## src/core/hif_consts.svh

```systemverilog
// Offsets, field positions, reset and start-up values of the result block
`ifndef HIF_CONSTS_SVH
`define HIF_CONSTS_SVH

// ****************************************
// Device register offsets
// ****************************************
`define HIF_A_EVENTS      8'h11
`define HIF_A_MAG_FLAGS   8'h16
`define HIF_A_MAG_AMP_LO  8'h17
`define HIF_A_MAG_AMP_HI  8'h18
`define HIF_A_CHAN2_MODE  8'h42
`define HIF_A_CHAN2_SENSE 8'h45
`define HIF_A_CHAN2_TUNE  8'h48
`define HIF_A_CHAN2_EXTRA 8'h4B
`define HIF_A_UI_ENABLE   8'h50
`define HIF_A_HYST_CFG    8'h80
`define HIF_A_HALT_THR    8'h81
`define HIF_A_NEAR_THR    8'h82
`define HIF_A_CONTACT_THR 8'h83

// ****************************************
// Field positions
// ****************************************
`define HIF_EV_BUTTON     0
`define HIF_EV_ABS_UI     1
`define HIF_EV_MAGNET     2
`define HIF_EV_DUAL_UI    3
`define HIF_EV_THERMAL    4
`define HIF_EV_CHIP       5
`define HIF_EV_POWER      6
`define HIF_EV_GUARD      7
`define HIF_UI_HYST_EN    0
`define HIF_UI_ABS_SEL    1

// ****************************************
// Reset values
// ****************************************
`define HIF_RST_BYTE      8'h00

// ****************************************
// Host start-up values for channel 2
// ****************************************
`define HIF_INIT_MODE     8'h0E
`define HIF_INIT_SENSE    8'h03
`define HIF_INIT_TUNE     8'h82
`define HIF_INIT_UI       8'h01
`define HIF_INIT_STEPS    3'h4

// ****************************************
// Host APB register offsets
// ****************************************
`define HIF_APB_CMD       12'h000
`define HIF_APB_STATUS    12'h004

`endif

```

## src/core/hif_link_if.sv

```systemverilog
// Register link between host controller and sensor device
`timescale 1ns/1ps
`default_nettype none
interface hif_link_if;
  logic       req;
  logic       we;
  logic [7:0] addr;
  logic [7:0] wdata;
  logic       ack;
  logic [7:0] rdata;
  modport device (input req, input we, input addr, input wdata,
                  output ack, output rdata);
  modport host (output req, output we, output addr, output wdata,
                input ack, input rdata);
endinterface
`default_nettype wire

```

## src/core/hif_device.sv

```systemverilog
// Sensor device end: magnet and inductive result registers
`timescale 1ns/1ps
`include "hif_consts.svh"
`default_nettype none
// How it works
// - Magnet detection toggles event bit two
// - Event register read-only, eight flags, host polls
// - Magnet flags hold near and close levels
// - Magnet flags bit zero shows polarity
// - Amplitude 16 bits, low then high byte
// - Channels zero to two may sense inductively
// - Dual-level interface fed by channel two only
// - Separate thresholds, own hysteresis, filter halt
// - Host sets channel two inductive, both inputs
// - Button and absorption interfaces exclusive
// - Host never writes inactive interface settings
// - Dual-level interface runs beside either other
// - Dual-level interface runs only when enabled
// - Programmable threshold halts channel two filter
// - Channel two compared with near, contact thresholds
// - Hysteresis applied to both level outputs
// - Host sets tuning target above base
// - Host selects full auto tuning
// - Channels four, five give differential magnet input
module hif_device (
  // Clock and reset
  input  wire logic        pclk,
  input  wire logic        presetn,
  // Register link
  hif_link_if.device       link,
  // Magnet front end, channels four and five
  input  wire logic        hall_valid,
  input  wire logic [15:0] hall_pos_data,
  input  wire logic [15:0] hall_neg_data,
  input  wire logic        magnet_near_det,
  input  wire logic        magnet_close_det,
  // Inductive front end, channel two
  input  wire logic        chan2_valid,
  input  wire logic [7:0]  chan2_data,
  // Events from the rest of the engine
  input  wire logic        absorption_guard_active,
  input  wire logic        power_unit_event,
  input  wire logic        chip_level_event,
  input  wire logic        thermal_event,
  input  wire logic        discrete_button_event,
  input  wire logic        absorption_ui_event,
  // Configuration towards the front end
  output logic [7:0]       chan2_mode_cfg,
  output logic [7:0]       chan2_sense_cfg,
  output logic [7:0]       chan2_tuning_cfg,
  output logic [7:0]       chan2_extra_cfg,
  output logic             absorption_selected,
  // Dual-level results
  output logic             filter_halt,
  output logic             dual_near_level,
  output logic             dual_close_level
);
  // ****************************************
  // Storage
  // ****************************************
  logic        ack_q;
  logic [7:0]  rdata_q;
  logic [7:0]  mode_q, sense_q, tune_q, extra_q, ui_q;
  logic [7:0]  hyst_q, halt_thr_q, near_thr_q, contact_thr_q;
  logic [7:0]  events_q;
  logic        polarity_q, near_q, close_q;
  logic [15:0] amp_q;
  logic [7:0]  amp_hi_shadow_q;
  logic        halt_q;
  logic [1:0]  dual_prev_q;
  logic [1:0]  dual_lvl;
  logic [7:0]  dual_thr [2];
  logic [3:0]  dual_hyst [2];
  logic        access, wr, rd;
  logic        hyst_en;
  logic        magnet_hit;
  logic [7:0]  ev_set, ev_clr;
  logic [7:0]  rd_mux;

  assign access  = link.req && !ack_q;
  assign wr      = access && link.we;
  assign rd      = access && !link.we;
  assign hyst_en = ui_q[`HIF_UI_HYST_EN];

  // ****************************************
  // Link answer, one cycle after the request
  // ****************************************
  always_ff @(posedge pclk or negedge presetn) begin
    if (!presetn) begin
      ack_q <= 1'b0;
    end else begin
      ack_q <= access;
    end
  end

  always_comb begin
    case (link.addr)
      `HIF_A_EVENTS:      rd_mux = events_q;
      `HIF_A_MAG_FLAGS:   rd_mux = {5'h00, close_q, near_q,
                                    polarity_q};
      `HIF_A_MAG_AMP_LO:  rd_mux = amp_q[7:0];
      `HIF_A_MAG_AMP_HI:  rd_mux = amp_hi_shadow_q;
      `HIF_A_CHAN2_MODE:  rd_mux = mode_q;
      `HIF_A_CHAN2_SENSE: rd_mux = sense_q;
      `HIF_A_CHAN2_TUNE:  rd_mux = tune_q;
      `HIF_A_CHAN2_EXTRA: rd_mux = extra_q;
      `HIF_A_UI_ENABLE:   rd_mux = ui_q;
      `HIF_A_HYST_CFG:    rd_mux = hyst_q;
      `HIF_A_HALT_THR:    rd_mux = halt_thr_q;
      `HIF_A_NEAR_THR:    rd_mux = near_thr_q;
      `HIF_A_CONTACT_THR: rd_mux = contact_thr_q;
      default:            rd_mux = 8'h00;
    endcase
  end

  always_ff @(posedge pclk or negedge presetn) begin
    if (!presetn) begin
      rdata_q <= `HIF_RST_BYTE;
    end else if (rd) begin
      rdata_q <= rd_mux;
    end
  end

  // ****************************************
  // Writable settings
  // ****************************************
  always_ff @(posedge pclk or negedge presetn) begin
    if (!presetn) begin
      mode_q        <= `HIF_RST_BYTE;
      sense_q       <= `HIF_RST_BYTE;
      tune_q        <= `HIF_RST_BYTE;
      extra_q       <= `HIF_RST_BYTE;
      ui_q          <= `HIF_RST_BYTE;
      hyst_q        <= `HIF_RST_BYTE;
      halt_thr_q    <= `HIF_RST_BYTE;
      near_thr_q    <= `HIF_RST_BYTE;
      contact_thr_q <= `HIF_RST_BYTE;
    end else if (wr) begin
      // Read-only results silently ignore writes
      case (link.addr)
        `HIF_A_CHAN2_MODE:  mode_q        <= link.wdata;
        `HIF_A_CHAN2_SENSE: sense_q       <= link.wdata;
        `HIF_A_CHAN2_TUNE:  tune_q        <= link.wdata;
        `HIF_A_CHAN2_EXTRA: extra_q       <= link.wdata;
        `HIF_A_UI_ENABLE:   ui_q          <= link.wdata;
        `HIF_A_HYST_CFG:    hyst_q        <= link.wdata;
        `HIF_A_HALT_THR:    halt_thr_q    <= link.wdata;
        `HIF_A_NEAR_THR:    near_thr_q    <= link.wdata;
        `HIF_A_CONTACT_THR: contact_thr_q <= link.wdata;
        default: ;
      endcase
    end
  end

  // ****************************************
  // Magnet result, differential channels
  // ****************************************
  assign magnet_hit = hall_valid
                      && ((magnet_near_det && !near_q)
                          || (magnet_close_det && !close_q));

  always_ff @(posedge pclk or negedge presetn) begin
    if (!presetn) begin
      polarity_q <= 1'b0;
      near_q     <= 1'b0;
      close_q    <= 1'b0;
      amp_q      <= 16'h0000;
    end else if (hall_valid) begin
      polarity_q <= hall_neg_data > hall_pos_data;
      near_q     <= magnet_near_det;
      close_q    <= magnet_close_det;
      amp_q      <= (hall_pos_data >= hall_neg_data)
                    ? hall_pos_data - hall_neg_data
                    : hall_neg_data - hall_pos_data;
    end
  end

  // Low-byte read freezes the high byte so a later update cannot tear it
  always_ff @(posedge pclk or negedge presetn) begin
    if (!presetn) begin
      amp_hi_shadow_q <= `HIF_RST_BYTE;
    end else if (rd && link.addr == `HIF_A_MAG_AMP_LO) begin
      amp_hi_shadow_q <= amp_q[15:8];
    end
  end

  // ****************************************
  // Dual-level interface on channel two
  // ****************************************
  assign dual_thr[0]  = near_thr_q;
  assign dual_thr[1]  = contact_thr_q;
  assign dual_hyst[0] = hyst_q[3:0];
  assign dual_hyst[1] = hyst_q[7:4];

  // Only the channel two sample path reaches the comparators
  for (genvar i = 0; i < 2; i++) begin : g_level
    hif_level_cmp u_cmp (
      .pclk         (pclk),
      .presetn      (presetn),
      .enable       (hyst_en),
      .sample_valid (chan2_valid),
      .sample       (chan2_data),
      .threshold    (dual_thr[i]),
      .hysteresis   (dual_hyst[i]),
      .level_q      (dual_lvl[i])
    );
  end

  always_ff @(posedge pclk or negedge presetn) begin
    if (!presetn) begin
      halt_q <= 1'b0;
    end else if (!hyst_en) begin
      halt_q <= 1'b0;
    end else if (chan2_valid) begin
      halt_q <= chan2_data >= halt_thr_q;
    end
  end

  always_ff @(posedge pclk or negedge presetn) begin
    if (!presetn) begin
      dual_prev_q <= 2'b00;
    end else begin
      dual_prev_q <= dual_lvl;
    end
  end

  // ****************************************
  // Event register
  // ****************************************
  // Button and absorption events share one selector so only one can report
  always_comb begin
    ev_set = 8'h00;
    ev_set[`HIF_EV_BUTTON] = discrete_button_event
                             && !ui_q[`HIF_UI_ABS_SEL];
    ev_set[`HIF_EV_ABS_UI] = absorption_ui_event
                             && ui_q[`HIF_UI_ABS_SEL];
    ev_set[`HIF_EV_DUAL_UI]  = dual_lvl != dual_prev_q;
    ev_set[`HIF_EV_THERMAL]  = thermal_event;
    ev_set[`HIF_EV_CHIP]     = chip_level_event;
    ev_set[`HIF_EV_POWER]    = power_unit_event;
    ev_clr = (rd && link.addr == `HIF_A_EVENTS) ? 8'hFF : 8'h00;
  end

  always_ff @(posedge pclk or negedge presetn) begin
    if (!presetn) begin
      events_q <= `HIF_RST_BYTE;
    end else begin
      // Set wins over read-clear so no event is lost
      events_q <= (events_q & ~ev_clr) | ev_set;
      events_q[`HIF_EV_MAGNET] <= events_q[`HIF_EV_MAGNET]
                                  ^ magnet_hit;
      events_q[`HIF_EV_GUARD]  <= absorption_guard_active;
    end
  end

  // ****************************************
  // Outputs
  // ****************************************
  assign link.ack            = ack_q;
  assign link.rdata          = rdata_q;
  assign chan2_mode_cfg      = mode_q;
  assign chan2_sense_cfg     = sense_q;
  assign chan2_tuning_cfg    = tune_q;
  assign chan2_extra_cfg     = extra_q;
  assign absorption_selected = ui_q[`HIF_UI_ABS_SEL];
  assign filter_halt         = halt_q;
  assign dual_near_level     = dual_lvl[0];
  assign dual_close_level    = dual_lvl[1];
endmodule
`default_nettype wire

```

## src/core/hif_level_cmp.sv

```systemverilog
// Threshold comparator with release hysteresis for one level output
`timescale 1ns/1ps
`default_nettype none
module hif_level_cmp (
  // Clock and reset
  input  wire logic       pclk,
  input  wire logic       presetn,
  // Sample and settings
  input  wire logic       enable,
  input  wire logic       sample_valid,
  input  wire logic [7:0] sample,
  input  wire logic [7:0] threshold,
  input  wire logic [3:0] hysteresis,
  // Result
  output logic            level_q
);
  logic [8:0] release_lvl;

  // A band wider than the threshold never releases instead of wrapping
  assign release_lvl = {1'b0, threshold} - {5'h00, hysteresis};

  always_ff @(posedge pclk or negedge presetn) begin
    if (!presetn) begin
      level_q <= 1'b0;
    end else if (!enable) begin
      level_q <= 1'b0;
    end else if (sample_valid) begin
      if (!level_q && sample >= threshold) begin
        level_q <= 1'b1;
      end else if (level_q && !release_lvl[8]
                   && sample < release_lvl[7:0]) begin
        level_q <= 1'b0;
      end
    end
  end
endmodule
`default_nettype wire

```

## src/flat_wrapper.sv

```systemverilog
// flat-port wrapper written by rule: the top's interface ports become plain ports
module hif_device_flat 
  (pclk, presetn, hall_valid, hall_pos_data, hall_neg_data, magnet_near_det, magnet_close_det, chan2_valid, chan2_data, absorption_guard_active, power_unit_event, chip_level_event, thermal_event, discrete_button_event, absorption_ui_event, chan2_mode_cfg, chan2_sense_cfg, chan2_tuning_cfg, chan2_extra_cfg, absorption_selected, filter_halt, dual_near_level, dual_close_level, link_req, link_we, link_addr, link_wdata, link_ack, link_rdata);
  hif_link_if link_i ();
  input  wire logic pclk;
  input  wire logic presetn;
  input  wire logic hall_valid;
  input  wire logic [15:0] hall_pos_data;
  input  wire logic [15:0] hall_neg_data;
  input  wire logic magnet_near_det;
  input  wire logic magnet_close_det;
  input  wire logic chan2_valid;
  input  wire logic [7:0] chan2_data;
  input  wire logic absorption_guard_active;
  input  wire logic power_unit_event;
  input  wire logic chip_level_event;
  input  wire logic thermal_event;
  input  wire logic discrete_button_event;
  input  wire logic absorption_ui_event;
  output logic [7:0] chan2_mode_cfg;
  output logic [7:0] chan2_sense_cfg;
  output logic [7:0] chan2_tuning_cfg;
  output logic [7:0] chan2_extra_cfg;
  output logic absorption_selected;
  output logic filter_halt;
  output logic dual_near_level;
  output logic dual_close_level;
  input wire logic [$bits(link_i.req)-1:0] link_req;
  input wire logic [$bits(link_i.we)-1:0] link_we;
  input wire logic [$bits(link_i.addr)-1:0] link_addr;
  input wire logic [$bits(link_i.wdata)-1:0] link_wdata;
  output wire logic [$bits(link_i.ack)-1:0] link_ack;
  output wire logic [$bits(link_i.rdata)-1:0] link_rdata;
  assign link_i.req = link_req;
  assign link_i.we = link_we;
  assign link_i.addr = link_addr;
  assign link_i.wdata = link_wdata;
  assign link_ack = link_i.ack;
  assign link_rdata = link_i.rdata;
  hif_device u_core (.pclk(pclk), .presetn(presetn), .link(link_i), .hall_valid(hall_valid), .hall_pos_data(hall_pos_data), .hall_neg_data(hall_neg_data), .magnet_near_det(magnet_near_det), .magnet_close_det(magnet_close_det), .chan2_valid(chan2_valid), .chan2_data(chan2_data), .absorption_guard_active(absorption_guard_active), .power_unit_event(power_unit_event), .chip_level_event(chip_level_event), .thermal_event(thermal_event), .discrete_button_event(discrete_button_event), .absorption_ui_event(absorption_ui_event), .chan2_mode_cfg(chan2_mode_cfg), .chan2_sense_cfg(chan2_sense_cfg), .chan2_tuning_cfg(chan2_tuning_cfg), .chan2_extra_cfg(chan2_extra_cfg), .absorption_selected(absorption_selected), .filter_halt(filter_halt), .dual_near_level(dual_near_level), .dual_close_level(dual_close_level));
endmodule
```

## config.mk

```make
export PLATFORM = sky130hd
export DESIGN_NAME = hif_device_flat
export DESIGN_NICKNAME = d
export VERILOG_FILES = /design/src/core/hif_link_if.sv /design/src/core/hif_device.sv /design/src/core/hif_level_cmp.sv /design/src/flat_wrapper.sv
export VERILOG_INCLUDE_DIRS = /design/src /design/src/core
export SDC_FILE = /design/constraint.sdc
export NUM_CORES = 1
export LEC_CHECK = 0
export BUFFER_PORTS_ARGS = -buffer_cell sky130_fd_sc_hd__buf_2
export CORE_ASPECT_RATIO = 0.9
export CORE_UTILIZATION = 45
export CTS_CLUSTER_SIZE = 10
export DETAILED_ROUTE_END_ITERATION = 12
export GPL_ROUTABILITY_DRIVEN = 1
export HOLD_SLACK_MARGIN = 0.05
export PLACE_DENSITY_LB_ADDON = 0.12
export SLEW_MARGIN = 5
export SYNTH_ARGS = -nofsm -noshare
export SYNTH_HDL_FRONTEND = slang
export SYNTH_SLANG_ARGS = --single-unit
```

## constraint.sdc

```tcl
create_clock -name pclk -period 2.85 [get_ports pclk]
set_clock_uncertainty 0.15 [all_clocks]
set_input_delay 0.855 -clock pclk [delete_from_list [all_inputs] [get_ports pclk]]
set_output_delay 0.855 -clock pclk [all_outputs]
set_load 0.01 [all_outputs]
```

==> results.md <==
- Skew-Pair Late Insertion Delay: 420 ps
- Mapped Nets: 961
- Main combinational cell family by area after synthesis: compound AO/OA/AOI/OAI gates
- Grt total ovfl: 0
- Crit path max fanout: 2
- Multi-input logic area: 0.004810 mm²
- Total of warnings raised by yosys: 0
- Starting DRC count in detailed routing: 277
- EDFF count, synth: 0
- Area fraction in compound gates after synthesis: 0.1632
- R2r setup slk: -20 ps
- Post-Synth Adder-Cell Area: 0.1301
- Vias: 6669
- Async SR Flop Fraction: 1.000
- FMAX: 348.8 MHz
- Core Util, Final: 0.5918
- Slew Limit Fails: 0
- Most used DFF post-synth: dfrtp_1
- GPL Wtd Cong: 0.8535
- Mapped Cells: 809
- FF/Latch Area: 0.003028 mm²
- First-pass GRT wire length: 33.71 mm
- Area delta synth->final: 28.37%
- Max Cap Viol: 0
- Dpl ws: -441.1 ps
- Clk slew on worst S/H paths: 50 ps
- Vias in the first global route: 6504
- FF-to-FF path depth: 15
- Max reg flops: 16
- Die Ht: 129.4 µm
- Sequential element share of the synthesized area: 0.3729
- Routed length per instance: 16.70 µm
- Largest net degree at the start of global routing: 36
- Clock Sinks: 121
- Max VDD drop: 0.0004229 V
- Die Area: 0.01858 mm²
- Post-route setup slack: -16.82 ps
- Static Leakage: 0.005165 µW
- Setup crit start kind: flip-flop
- Post-route DRC violation count: 0
- Setup violators final: 1
- Critical R2R Launch: u_core.near_thr_q[0]
- Horiz. Die Dim: 143.6 µm
- # diodes: 0
- XOR/XNOR Fraction of Synth Area: 0.03128
- Filler cells: 1597
- Register bank with the most flops: u_core.amp_q
- Final ANT Viol Nets: 0
- Max Root-Sink Buffers: 2
- Fin Setup TNS: -16.82 ps
- Syn avg cell area: 10.04 µm²
- Synth Register Bits: 121
- Area fraction of the dominant cell type after synthesis: 0.3729
- Crit path kind: reg -> reg
- Total I/O pin count: 115
- Pwr/cell area: 468.7 mW/mm²
- Overall power: 4885 µW
- CTS Buf Count: 17
- Worst Hold Class: in -> async
- Synth area leader: dfrtp_1
- Endpoint class of the critical path: flip-flop
- Final worst-path cycle share: 1.006
- Top post-synthesis cells by area: dfrtp_1 (37%), ha_1 (12%), mux2_2 (12%), inv_1 (3.6%), a21oi_1 (3.5%)
- WHS: 264.7 ps
- Failing checks: negative setup slack
- Vias per cell: 5.247
- Simple-gate portion of the synthesized area: 0.09524
- Post-synthesis mux area share: 0.1503
- Hold Buf Count CTS: 0
- GRT Overall Usage: 0.2372
- Commonest non-fill, non-tap cells in the layout: dfrtp_1 (121), buf_2 (113), buf_4 (109)
- Data required, critical path: 2990 ps
- Std-Cell Rows: 46
- Period minus WS final: 2867 ps
- Final HPWL DP: 16.49 mm
- Worst Path Arrival: 3010 ps
- Detailed Routing Iterations Pass 1: 8
- Mapped cell area: 0.008119 mm²
- CTS tree: yes
- Core Region: 0.01761 mm²
- FF-to-FF End: u_core.g_level[0].u_cmp.level_q
- CTS H-tree depth: 4
- Slew HR: 0.5122
- Port bufs: 114
- Yosys cell types: 58
- Layout cells sized above 1: 0.3763
- Initial antenna violation count: 0
- RSZ-0062 raised after global routing: true
- Worst-Margin Slew: 729.0 ps
- Final nets: 1172
- Hold Fails Final Rpt: 0
- Detailed Route WL: 21.22 mm
- Status: finished, violations left
- Starting density of the core: 0.4610
- Commonest non-fill, non-tap cell in the layout: dfrtp_1
- Clk root buf: clkbuf_16
==> Yosys cell counts (4+ instances only) <==
cell type,n
o22ai_1,11
nand4_1,6
a21o_1,26
inv_1,78
nand2b_1,8
nand3b_1,5
nand3_1,8
xnor2_1,22
a22oi_1,19
clkbuf_1,19
o21a_1,8
a21oi_1,57
o21ai_0,25
nor3_1,4
mux2_2,83
mux2i_1,9
a211oi_1,7
fa_1,4
buf_6,4
mux4_2,8
ha_1,78
nor2b_1,14
nand2_1,48
o31ai_1,5
a221o_1,6
nor2_1,52
dfrtp_1,121
xor2_1,7
and2_1,4
a221oi_1,4
buf_2,6
a31oi_1,10
nor4_1,4
==> critical path: stages, from the launching register on <==
cell and delay (ps):
dfrtp_1 370, inv_1 60, ha_2 170, inv_2 40, fa_2 350, a21oi_2 150, nor2b_1 90, nor4_1 180
buf_4 170, xnor2_2 100, ha_1 250, a21o_1 170, a211oi_2 170, o221ai_1 140, o211ai_1 110, a21oi_1 60
==> stage by stage <==
| step | std cells | area (µm²) |
|---|---|---|
| floorplan | 809 | 8164 |
| global placement | 1233 | 9681 |
| detailed placement | 1233 | 9681 |
| CTS | 1265 | 10260 |
| global route | 1271 | 10420 |
| finish | 1271 | 10420 |
==> cell families after synthesis <==
kind of cell | count (synthesis)
flip-flops | 121
multiplexers | 101
AO/OA/AOI/OAI | 201
XOR/XNOR | 29
AND/OR/NAND/NOR | 163
adder cells (fa/ha/maj) | 82
buffers and inverters | 112
==> layer usage <==
layer,share of wire,GRT usage,vias up
li1,-,-,3304
met4,0.0077,0.05319,0
met3,0.033,0.04361,13
met5,0,0,-
met2,0.50,0.4052,137
met1,0.46,0.3128,3215
==> worst max path at each step <==
stage                               from                               to  slack, ps  cells past startpoint
floorplan               hall_neg_data[5]                  u_core.amp_q[9]       -220                     11
global placement       hall_pos_data[15]                  u_core.amp_q[9]       -370                     11
detailed placement     hall_pos_data[13]                  u_core.amp_q[9]       -440                     11
CTS                 u_core.near_thr_q[0]  u_core.g_level[0].u_cmp.level_q       -190                     15
global route        u_core.near_thr_q[0]  u_core.g_level[0].u_cmp.level_q       -180                     15
finish              u_core.near_thr_q[0]  u_core.g_level[0].u_cmp.level_q        -20                     15
==> timing repair <==
| item | 4_1_cts | 5_1_grt |
|---|---|---|
| buffers inserted | 2 | 5 |
| setup endpoints to repair | 2 | 12 |
| pin swaps | 6 | 22 |
| gates resized for setup | 7 | 29 |
| gates cloned | 0 | 1 |
==> where the power goes <==
group / total (µW) / switching [µW] / leakage (µW) / internal [µW]
clock network: 1910 / 731 / 0.000259 / 1180
registers: 1920 / 87.9 / 0.00159 / 1840
logic: 1050 / 532 / 0.00332 / 517
total: 4890 / 1350 / 0.00517 / 3530
==> layout make-up <==
cell class / count / area share
clock buffer: 22 / 0.04646
clock inverter: 8 / 0.004562
inverter: 78 / 0.02857
multi-input combinational: 576 / 0.4615
sequential: 121 / 0.2905
tap: 240 / 0.02881
timing repair buffer: 226 / 0.1396
Power figures use the tool's default switching activity.
